## src/core/dopc_defs.vh

```
// dopc_defs.vh: register offsets, field positions, reset values for the dual dac output control
// assumes: included by core/dopc_ctrl.v only
`ifndef DOPC_DEFS_VH
`define DOPC_DEFS_VH
`define DOPC_ADDR_CTRL 8'h00
`define DOPC_ADDR_STATUS 8'h04
`define DOPC_ADDR_GPIO 8'h08
`define DOPC_ADDR_DATA0 8'h10
`define DOPC_ADDR_DATA1 8'h14
`define DOPC_ADDR_TRIM0 8'h18
`define DOPC_ADDR_TRIM1 8'h1C
`define DOPC_ADDR_OUT0 8'h20
`define DOPC_ADDR_OUT1 8'h24
`define DOPC_CTRL_LGND 0
`define DOPC_TRIM_RANGE_LSB 0
`define DOPC_TRIM_FINE_LSB 8
`define DOPC_TRIM_OFS_LSB 16
`define DOPC_GPIO_OUT_LSB 0
`define DOPC_GPIO_DIR_LSB 2
`define DOPC_GPIO_IN_LSB 4
`define DOPC_DATA_RESET 16'h0000
`define DOPC_RANGE_RESET 2'h0
`define DOPC_FINE_RESET 6'h00
`define DOPC_OFS_RESET 8'h00
`define DOPC_BIPOLAR_FLIP 16'h8000
`endif

```

## src/core/dopc_ctrl.v

```verilog
// dopc_ctrl.v: digital control of a dual 16-bit voltage dac: clamp and amp gates,
// power-on output state, offset/gain trims, local ground option, 2-bit gpio port.
// assumes: apb master on clk, supply detector and strap pins synchronous to clk.
// Operation
// supplies changing: clamp outputs, amp gate open
// stable supplies plus data write releases clamp
// low reset request forces clamped state
// supply detector state driven on output
// offset plus minus sixteen, eighth LSB steps
// range select and fine trim applied
// two gpio pins, independent direction each
// gpio outputs written, pins read over bus
// local ground option corrects channel outputs
// clear low at power-up zeroes codes
// code zero: 0V twos, negative full binary
// load strobe low at power-up like clear
// both high: clamped until valid write
// two-bit range field, default zero
// six-bit twos complement fine gain field
// eight-bit twos complement offset field
// data register write counts as valid write
`include "dopc_defs.vh"
module dopc_ctrl (
    // clock and reset
    input wire clk,
    input wire sys_rst,
    // apb slave
    input wire psel,
    input wire penable,
    input wire pwrite,
    input wire [7:0] paddr,
    input wire [31:0] pwdata,
    output reg [31:0] prdata,
    output reg pready,
    output reg pslverr,
    // supply and strap pins
    input wire supplyStable,
    input wire reset_request_input_n,
    input wire clear_input_n,
    input wire load_strobe_n,
    input wire coding_select,
    // ground difference per channel, signed in eighth LSB
    input wire [15:0] groundDiff0,
    input wire [15:0] groundDiff1,
    // analog control outputs
    output reg supply_monitor_output,
    output reg amp_path_gate,
    output reg clamp_gate,
    output reg [17:0] dacCode0,
    output reg [17:0] dacCode1,
    output reg [1:0] rangeSel0,
    output reg [1:0] rangeSel1,
    output reg [5:0] fineGain0,
    output reg [5:0] fineGain1,
    // gpio pins
    input wire [1:0] gpioIn,
    output reg [1:0] gpioOut,
    output reg [1:0] gpioOe
);
    localparam [2:0] ST_POWERUP = 3'b001;
    localparam [2:0] ST_CLAMPED = 3'b010;
    localparam [2:0] ST_DRIVE = 3'b100;

    reg [2:0] state;
    reg [2:0] next_state;
    reg lgndEn;
    reg [1:0] gpioDir;
    reg [1:0] gpioOutVal;
    reg [1:0] gpioPins;
    reg [15:0] dataReg [0:1];
    reg [1:0] rangeReg [0:1];
    reg [5:0] fineReg [0:1];
    reg [7:0] ofsReg [0:1];
    reg [17:0] corrected [0:1];
    wire [15:0] gdiff [0:1];
    reg dataWritten;
    reg zeroStrap;

    wire apbWrite = psel && penable && pwrite && !pready;
    wire apbRead = psel && penable && !pwrite && !pready;
    wire valid_addr = (paddr == `DOPC_ADDR_CTRL) || (paddr == `DOPC_ADDR_STATUS) ||
        (paddr == `DOPC_ADDR_GPIO) || (paddr[7:4] == 4'h1) ||
        (paddr == `DOPC_ADDR_OUT0) || (paddr == `DOPC_ADDR_OUT1);
    wire dataWr0 = apbWrite && (paddr == `DOPC_ADDR_DATA0);
    wire dataWr1 = apbWrite && (paddr == `DOPC_ADDR_DATA1);

    assign gdiff[0] = groundDiff0;
    assign gdiff[1] = groundDiff1;

    // state: supply and strap sequencing
    always @* begin
        next_state = state;
        case (state)
            ST_POWERUP: begin
                if (supplyStable) begin
                    // strap low: codes zeroed and driven at once
                    if (zeroStrap) begin
                        next_state = ST_DRIVE;
                    end else begin
                        next_state = ST_CLAMPED;
                    end
                end
            end
            ST_CLAMPED: begin
                if (!supplyStable) begin
                    next_state = ST_POWERUP;
                end else if (dataWritten) begin
                    next_state = ST_DRIVE;
                end
            end
            ST_DRIVE: begin
                if (!supplyStable) begin
                    next_state = ST_POWERUP;
                end
            end
            default: next_state = ST_POWERUP;
        endcase
    end

    always @(posedge clk) begin
        if (sys_rst) begin
            state <= ST_POWERUP;
            dataWritten <= 1'b0;
            zeroStrap <= 1'b0;
        end else begin
            state <= next_state;
            if (state == ST_POWERUP) begin
                // straps sampled throughout power-up, last value taken
                zeroStrap <= !clear_input_n || !load_strobe_n;
                dataWritten <= 1'b0;
            end else if (dataWr0 || dataWr1) begin
                dataWritten <= 1'b1;
            end else if (state == ST_DRIVE) begin
                dataWritten <= 1'b0;
            end
        end
    end

    // registers
    integer i;
    always @(posedge clk) begin
        if (sys_rst) begin
            lgndEn <= 1'b0;
            gpioDir <= 2'b00;
            gpioOutVal <= 2'b00;
            for (i = 0; i < 2; i = i + 1) begin
                dataReg[i] <= `DOPC_DATA_RESET;
                rangeReg[i] <= `DOPC_RANGE_RESET;
                fineReg[i] <= `DOPC_FINE_RESET;
                ofsReg[i] <= `DOPC_OFS_RESET;
            end
        end else begin
            if (state == ST_POWERUP && (!clear_input_n || !load_strobe_n)) begin
                dataReg[0] <= `DOPC_DATA_RESET;
                dataReg[1] <= `DOPC_DATA_RESET;
            end else if (apbWrite) begin
                if (paddr == `DOPC_ADDR_CTRL) begin
                    lgndEn <= pwdata[`DOPC_CTRL_LGND];
                end else if (paddr == `DOPC_ADDR_GPIO) begin
                    gpioOutVal <= pwdata[`DOPC_GPIO_OUT_LSB +: 2];
                    gpioDir <= pwdata[`DOPC_GPIO_DIR_LSB +: 2];
                end else if (dataWr0) begin
                    dataReg[0] <= pwdata[15:0];
                end else if (dataWr1) begin
                    dataReg[1] <= pwdata[15:0];
                end else if (paddr == `DOPC_ADDR_TRIM0 || paddr == `DOPC_ADDR_TRIM1) begin
                    // range code 3 is not a documented range, kept at previous value
                    if (pwdata[`DOPC_TRIM_RANGE_LSB +: 2] != 2'h3) begin
                        rangeReg[paddr[2]] <= pwdata[`DOPC_TRIM_RANGE_LSB +: 2];
                    end
                    fineReg[paddr[2]] <= pwdata[`DOPC_TRIM_FINE_LSB +: 6];
                    ofsReg[paddr[2]] <= pwdata[`DOPC_TRIM_OFS_LSB +: 8];
                end
            end
        end
    end

    // code path: offset and ground shift in eighth LSB, 18-bit signed result
    genvar ch;
    generate
        for (ch = 0; ch < 2; ch = ch + 1) begin : gChan
            reg [15:0] twos;
            reg [19:0] sum;
            always @* begin
                twos = coding_select ? (dataReg[ch] ^ `DOPC_BIPOLAR_FLIP) : dataReg[ch];
                sum = {{1{twos[15]}}, twos, 3'b000} + {{12{ofsReg[ch][7]}}, ofsReg[ch]};
                if (lgndEn) begin
                    sum = sum + {{4{gdiff[ch][15]}}, gdiff[ch]};
                end
                corrected[ch] = sum[19:2];
            end
        end
    endgenerate

    always @(posedge clk) begin
        if (sys_rst) begin
            supply_monitor_output <= 1'b0;
            amp_path_gate <= 1'b0;
            clamp_gate <= 1'b1;
            dacCode0 <= 18'h00000;
            dacCode1 <= 18'h00000;
            rangeSel0 <= `DOPC_RANGE_RESET;
            rangeSel1 <= `DOPC_RANGE_RESET;
            fineGain0 <= `DOPC_FINE_RESET;
            fineGain1 <= `DOPC_FINE_RESET;
            gpioOut <= 2'b00;
            gpioOe <= 2'b00;
            gpioPins <= 2'b00;
        end else begin
            supply_monitor_output <= supplyStable;
            // external request overrides the sequencer at once
            if (!reset_request_input_n || state != ST_DRIVE) begin
                amp_path_gate <= 1'b0;
                clamp_gate <= 1'b1;
            end else begin
                amp_path_gate <= 1'b1;
                clamp_gate <= 1'b0;
            end
            dacCode0 <= corrected[0];
            dacCode1 <= corrected[1];
            rangeSel0 <= rangeReg[0];
            rangeSel1 <= rangeReg[1];
            fineGain0 <= fineReg[0];
            fineGain1 <= fineReg[1];
            gpioOut <= gpioOutVal;
            gpioOe <= gpioDir;
            gpioPins <= gpioIn;
        end
    end

    // apb answer: registered pready, one wait cycle in the access phase
    always @(posedge clk) begin
        if (sys_rst) begin
            prdata <= 32'h00000000;
            pready <= 1'b0;
            pslverr <= 1'b0;
        end else begin
            pready <= psel && penable && !pready;
            pslverr <= psel && penable && !pready && !valid_addr;
            if (apbRead) begin
                if (paddr == `DOPC_ADDR_CTRL) begin
                    prdata <= {31'h00000000, lgndEn};
                end else if (paddr == `DOPC_ADDR_STATUS) begin
                    prdata <= {25'h0000000, reset_request_input_n, supplyStable,
                        amp_path_gate, clamp_gate, state};
                end else if (paddr == `DOPC_ADDR_GPIO) begin
                    prdata <= {26'h0000000, gpioPins, gpioDir, gpioOutVal};
                end else if (paddr == `DOPC_ADDR_DATA0 || paddr == `DOPC_ADDR_DATA1) begin
                    prdata <= {16'h0000, dataReg[paddr[2]]};
                end else if (paddr == `DOPC_ADDR_TRIM0 || paddr == `DOPC_ADDR_TRIM1) begin
                    prdata <= {8'h00, ofsReg[paddr[2]], 2'b00, fineReg[paddr[2]],
                        6'h00, rangeReg[paddr[2]]};
                end else if (paddr == `DOPC_ADDR_OUT0) begin
                    prdata <= {14'h0000, dacCode0};
                end else if (paddr == `DOPC_ADDR_OUT1) begin
                    prdata <= {14'h0000, dacCode1};
                end else begin
                    prdata <= 32'h00000000;
                end
            end
        end
    end
endmodule // dopc_ctrl

```

## config.mk

```make
export PLATFORM = sky130hd
export DESIGN_NAME = dopc_ctrl
export DESIGN_NICKNAME = d
export VERILOG_FILES = /design/src/core/dopc_ctrl.v
export VERILOG_INCLUDE_DIRS = /design/src /design/src/core
export SDC_FILE = /design/constraint.sdc
export NUM_CORES = 1
export LEC_CHECK = 0
export BUFFER_PORTS_ARGS = -buffer_cell sky130_fd_sc_hd__clkbuf_2
export CORE_MARGIN = 4
export CORE_UTILIZATION = 55
export CTS_BUF_LIST = sky130_fd_sc_hd__clkbuf_8
export DETAILED_ROUTE_END_ITERATION = 16
export GPL_TIMING_DRIVEN = 0
export PLACE_DENSITY = 0.78
export SYNTH_ARGS = -nofsm -noshare
export SYNTH_HDL_FRONTEND = slang
export SYNTH_SLANG_ARGS = --single-unit
```

## constraint.sdc

```tcl
create_clock -name clk -period 7.4 [get_ports clk]
set_clock_uncertainty 0.1 [all_clocks]
set_input_delay 2.22 -clock clk [delete_from_list [all_inputs] [get_ports clk]]
set_output_delay 2.22 -clock clk [all_outputs]
set_load 0.02 [all_outputs]
```

==> run metrics, run 1 <==
status=finished clean; crit path DAT=4.97 ns; antenna violations before repair=0; Num Clock Sinks=161; Post-Synth XOR/XNOR Area=4.84%; DR iter-0 viols=758; Area Growth Syn to Fin=15.5%; Final setup viols=0; placed insts=1345; Syn Inst Count=958; FF+latch area=3860 um^2; Clock Latency Late Sink=0.49 ns; Buf/Inv on CP=2; largest net degree at the start of global routing=17; HP Class=register to register; Ant. Diodes=0; hold_ws=0.355 ns; setup TNS=0 ns; clock slew at the register clock pins of the worst setup and hold paths=0.10 ns; Post-Place Setup Slack=2.01 ns; H-tree levels=4; CP max FO=16; VDD IR-drop max=0.000159 V; Final Hold Fails=0; CP required=7.40 ns; M1 WL=11600 um; vias per cell=5.99; vias in the first global route=7960; simple-gate share of the synthesized area=17.5%; HPWL after DPL=22500 um; Core Region=16700 um^2; Max Buffers Root-to-Sink=2; post-layout min period=4.97 ns; Tot GR Track Use=28.8%; CP Depth=6; layout cells sized above 1=20.7%; Startpoint Class=input port; Max Used Layer=met4; first-pass GRT wire length=42800 um; Post-CTS Resized=0; Avg Inst Size Synth=9.83 um^2; Max-slew headroom=33.8%; asr flop ratio synth=0%; Adder-Cell Fraction of Synth Area=9.72%; Slew Limit Fails=0; CTS tree=yes; total iterations of the first detailed-routing run=5; WS Path Type=input port to register; Post-Syn Area=9420 um^2; RSZ-0062 raised after global routing=false; CTS Hold Buffers Added=0; pwr dens=205 nW/um^2; worst path cell trace=clkbuf_2 > nor4_4 > nand3_1 > nor3_1 > inv_1 > o21ai_2; # rows=47; Buffers on Ports=160; Post-Route WL=28700 um; I/O pin count=177; Max stage delay on crit path=0.86 ns; DIE WIDTH=139 um; filler instances=1420; Post-route DRC=0; DR WL met2=12800 um; leakage=0.00479 uW; YS warnings=0; post-CTS setup buffers=0; period utilization=67.1%; met3 wire length=2940 um; sequential share of the synthesized area=41.0%; GR Overflow Total=0; Die Footprint=19300 um^2; initial core utilization=56.4%; R2R cell count=15; Pwr Total=2230 uW; Final GP Congestion=0.955; die height=139 um; Synth Register Bits=161; Fmax=201 MHz; hold-critical path depth=2; number of synthesized flops with an enable pin=64; post-synthesis compound-gate area fraction=16.2%; largest family of logic cells by synthesized area=simple AND/OR/NAND/NOR gates; routed vias=8248; Crit. End Element=register; setup ws final=2.43 ns; Multi-input gate area=5310 um^2; MaxCap Viol Count=0; worst slew pin tran=0.993 ns; Antenna Violating Nets Remaining=0; Net count, final=1300; post-synthesis mux area share=7.65%; CP max stage cell=nor3_1; WL per Instance=20.8 um; synth unique cells=77; cts bufs inserted=17; dominant synthesized flop cell=dfxtp_1; Top delay family on crit path=simple AND/OR/NAND/NOR gates; final cell count without fillers=1377; clock root cell=clkbuf_8
-- placed cells by master, fill, tap and decap left out, types with 5 or more instances in the layout --
cell type	netlist	routed
buf_4	8	8
clkbuf_2	0	160
o211ai_1	6	6
a31oi_1	10	10
clkbuf_1	25	25
inv_1	21	22
nand2b_1	10	10
nor3b_1	5	5
clkbuf_8	0	17
dfxtp_1	97	97
a221oi_1	8	8
buf_1	7	7
o21a_1	8	8
a21oi_1	76	76
ha_1	70	70
o21ai_0	28	26
xnor2_1	35	35
nor2_1	79	79
nand4_1	5	5
or3_1	8	8
mux2i_1	54	54
nor2b_1	31	31
xor2_1	17	17
nand2_1	53	53
o21bai_1	8	8
conb_1	1	8
o221ai_1	10	10
nor4_1	8	8
and2_1	46	46
edfxtp_1	64	64
nand3b_1	6	6
nor3_1	21	21
a21o_1	20	20
or2_2	6	6
mux2_2	13	13
nand3_1	21	21
-- power breakdown --
| group | total, uW | internal, uW | switching [uW] |
|---|---|---|---|
| Sequential | 1020 | 972 | 47.5 |
| Clock | 600 | 235 | 365 |
| Combinational | 609 | 251 | 359 |
-- synthesized netlist by cell type (10+ instances only) --
cell | number | area share (%)
inv_1 | 21 | 0.84
mux2_2 | 13 | 1.6
ha_1 | 70 | 9.3
clkbuf_1 | 25 | 1.0
o21ai_0 | 28 | 1.5
a31oi_1 | 10 | 0.66
mux2i_1 | 54 | 5.7
and2_1 | 46 | 3.1
o221ai_1 | 10 | 0.93
xnor2_1 | 35 | 3.3
nor3_1 | 21 | 1.1
nor2_1 | 79 | 3.1
nand2_1 | 53 | 2.1
dfxtp_1 | 97 | 21
nor2b_1 | 31 | 2.1
nand2b_1 | 10 | 0.66
nand3_1 | 21 | 1.1
a21oi_1 | 76 | 4.0
xor2_1 | 17 | 1.6
a21o_1 | 20 | 1.6
edfxtp_1 | 64 | 20
-- state kept, by name, indices dropped and copies added (netlist names), 3 cells and up --
name	cells
dacCode0	18
dacCode1	18
dataReg	32
fineGain0	6
fineGain1	6
fineReg	12
ofsReg	16
prdata	24
rangeReg	4
state	3
-- metal layers --
layer / up-vias / track usage, %
met4: 0 / 14.3
li1: 3865 / -
met1: 3843 / 37.9
met5: - / 0
met2: 440 / 45.3
met3: 100 / 6.00
-- layout make-up --
class                   count  share of cell area [%]
multi-input cells         739                    48.8
flip-flops and latches    161                    35.5
repair buffers            160                    7.36
well taps                 220                    2.53
clock buffers              17                    2.15
plain buffers              44                    1.84
clock inverters            15                    1.02
inverters                  21                   0.725
-- final timing paths --
path / from / to / slack [ns]
setup / recovery: paddr[1] / dataReg[1][10] / 2.43
hold reg to reg: prdata[5] / prdata[5] / 0.36
hold / removal: prdata[5] / prdata[5] / 0.36
setup reg to reg: ofsReg[1][7] / dacCode1[17] / 2.67
-- metrics by stage --
stage	utilization, %	cell area [um^2]
after detailed placement	63.0	10500
after global routing	65.1	10900
after CTS	65.1	10900
final	65.1	10900
after global placement	63.0	10500
after floorplan	-	9440
-- logic make-up after synthesis --
family | after synthesis
AOI/OAI and AO/OA | 222
xor gates and xnor gates | 52
adders and majority gates | 72
buffers and inverters | 65
DFF | 161
muxes | 69
other | 1
and+or+nand+nor | 316
-- worst reg2reg max path, delay by kind of cell, from the launching register on --
kind | cells | cell delay (ns)
mux | 2 | 0.55
compound gates | 7 | 1.43
flops | 1 | 0.66
xor+xnor | 1 | 0.26
simple gates | 3 | 0.75
fa+ha+maj | 2 | 0.87
(Power assumes the default switching activity.)
==> inputs of run 2 (changes only) <==
==> constraint.sdc (replaced) <==
create_clock -name clk -period 4.81 [get_ports clk]
set_clock_uncertainty 0.1 [all_clocks]
set_input_delay 1.443 -clock clk [delete_from_list [all_inputs] [get_ports clk]]
set_output_delay 1.443 -clock clk [all_outputs]
set_load 0.02 [all_outputs]
==> run 2 against run 1 <==
Net effect:
- setup slack worse by 2.1 ns
- cell count is 0.22% higher
- wire length rose by 0.22%
- clock-buffer cell count unchanged
- via count is 1.1% higher
- critical path depth rose by 9
- critical path type is now register to register
==> run metrics, run 2 (same netlist as run 1, synthesis figures left out) <==
Crit. End Element=register (unchanged); HPWL after DPL=22500 um (unchanged); max FFs per register=32 (unchanged); Top reg by flops=dataReg (unchanged); crit path DAT=4.76 ns (was 4.97 ns); largest net degree at the start of global routing=17 (unchanged); Fmax=223 MHz; Tot GR Track Use=28.8% (unchanged); layout cells sized above 1=21.0% (was 20.7%); setup TNS=0 ns (unchanged); antenna violations before repair=0 (unchanged); Net count, final=1303 (was 1300); Largest regs=dataReg: 32 flops, prdata: 24 flops (unchanged); Ant. Diodes=0 (unchanged); status=finished clean (unchanged); Final GP Congestion=0.955 (unchanged); Buffers on Ports=160 (unchanged); I/O pin count=177 (unchanged); CP required=5.08 ns (was 7.40 ns); Num Clock Sinks=161 (unchanged); commonest non-fill, non-tap cell in the layout=clkbuf_2 (unchanged); initial core utilization=56.4% (unchanged); Clock Latency Late Sink=0.49 ns (about the same); Final Instance Area=10900 um^2 (about the same); Slew Limit Fails=0 (unchanged); hold-critical path depth=2 (unchanged); Finished Core Util=65.3% (was 65.1%); Die Footprint=19300 um^2 (unchanged); worst r2r dst=dacCode1[17] (unchanged); Post-Route WL=28800 um (was 28700 um); CTS tree=yes (unchanged); Max stage delay on crit path=0.57 ns (was 0.86 ns); first-pass GRT wire length=42800 um (unchanged); Final setup viols=0 (unchanged); total iterations of the first detailed-routing run=5 (unchanged); WL per Instance=20.8 um (about the same); Antenna Violating Nets Remaining=0 (unchanged); H-tree levels=4 (unchanged); Final Hold Fails=0 (unchanged); clock slew at the register clock pins of the worst setup and hold paths=0.10 ns (about the same); # rows=47 (unchanged); R2R cell count=15 (unchanged); WS Path Type=register to register (was input port to register); cts bufs inserted=17 (unchanged); MaxCap Viol Count=0 (unchanged); Worst Hold End=prdata[20] (was prdata[5]); post-layout min period=4.48 ns; DR iter-0 viols=938 (was 758); Max Buffers Root-to-Sink=2 (unchanged); DIE WIDTH=139 um (unchanged); vias in the first global route=7960 (unchanged); Max-slew headroom=32.9% (was 33.8%); Hold Path Origin=prdata[20] (was prdata[5]); Area Growth Syn to Fin=15.7% (was 15.5%); HP Class=register to register (unchanged); VDD IR-drop max=0.000244 V (was 0.000159 V); Core Region=16700 um^2 (unchanged); commonest cells after routing, fill and taps aside=160 x clkbuf_2, 97 x dfxtp_1, 79 x nor2_1 (unchanged); CP max FO=9 (was 16); worst slew pin tran=1.01 ns (was 0.993 ns); pwr dens=315 nW/um^2 (was 205 nW/um^2); hold_ws=0.356 ns (was 0.355 ns); reg2reg start=ofsReg[1][7] (unchanged); routed vias=8340 (was 8248); leakage=0.00481 uW (was 0.00479 uW); vias per cell=6.04 (was 5.99); filler instances=1416 (was 1420); Post-route DRC=0 (unchanged); Pwr Total=3430 uW (was 2230 uW); die height=139 um (unchanged); CP max stage cell=edfxtp_1 (was nor3_1); worst path cell trace=ha_1 > o211ai_1 > or3_1 > o31ai_2 > nor2_1 > xnor2_1 > ha_1 > a21o_1 > a21oi_1 > o21bai_1 > or3_1 > a41o_1 > a41oi_2 > mux2i_1 > mux2_1 (was clkbuf_2 > nor4_4 > nand3_1 > nor3_1 > inv_1 > o21ai_2); Area after DPL=10500 um^2 (unchanged); Startpoint Class=register (was input port); FF-to-FF setup slack=0.33 ns (was 2.67 ns); RSZ-0062 raised after global routing=false (unchanged); clock root cell=clkbuf_8 (unchanged); period utilization=93.2%; GR Overflow Total=0 (unchanged)
run 2: cell count changes in the layout (fill, tap and decap cells not counted), sizes merged:
cell | previous run | this run
buf | 19 | 22
run 2: cell type report:
| type | instances | area [um^2] | share of cell area (%) |
|---|---|---|---|
| Timing Repair Buffer | 163 | 823 | 7.55 |
| Multi-Input combinational cell | 739 | 5310 | 48.7 |
| Buffer | 44 | 200 | 1.84 |
| Inverter | 21 | 78.8 | 0.723 |
| Clock inverter | 15 | 111 | 1.02 |
| Tap cell | 220 | 275 | 2.53 |
| Sequential cell | 161 | 3860 | 35.4 |
| Clock buffer | 17 | 234 | 2.15 |
run 2: through the flow:
stage | cells | worst slack [ns]
6_report | 1380 | 0.326
5_1_grt | 1380 | 0.0637
4_1_cts | 1377 | 0.121
3_5_place_dp | 1345 | 0.120
3_3_place_gp | 1345 | -0.779
2_1_floorplan | 965 | 0.568
run 2: worst max path at each step:
| stage | cells past startpoint | from | endpoint |
|---|---|---|---|
| 5_1_grt | 15 | ofsReg[1][7] | dacCode1[17] |
| 6_report | 15 | ofsReg[1][7] | dacCode1[17] |
| 3_3_place_gp | 6 | paddr[1] | dataReg[0][14] |
| 3_5_place_dp | 15 | ofsReg[1][7] | dacCode1[17] |
| 4_1_cts | 15 | ofsReg[1][7] | dacCode1[17] |
| 2_1_floorplan | 5 | paddr[1] | dataReg[0][0] |
run 2: what timing repair did:
item / in CTS / in global routing
gates resized for setup: 0 / 1
endpoints found under the setup margin: 0 / 1
hold buffers: 0 / 0
buffers inserted: 0 / 3
hold endpoints to repair: 0 / 0
run 2: per-layer routing:
| metal | wire length (um) | vias up | track usage (%) |
|---|---|---|---|
| met5 | 0 | - | 0 |
| met4 | 1380 | 0 | 14.3 |
| met3 | 2970 | 100 | 6.00 |
| met2 | 12900 | 438 | 45.3 |
| met1 | 11500 | 3932 | 37.9 |
| li1 | - | 3870 | - |
run 2: critical path: cells and delay by family, from the launching register on:
kind	cells	cell delay, ns
fa+ha+maj	2	0.82
compound gates	7	1.32
mux	2	0.55
simple gates	3	0.76
xor+xnor	1	0.25
flops	1	0.57
run 2: power by group:
part / switching, uW / internal [uW]
Clock: 561 / 362
Sequential: 71.9 / 1500
Combinational: 552 / 387
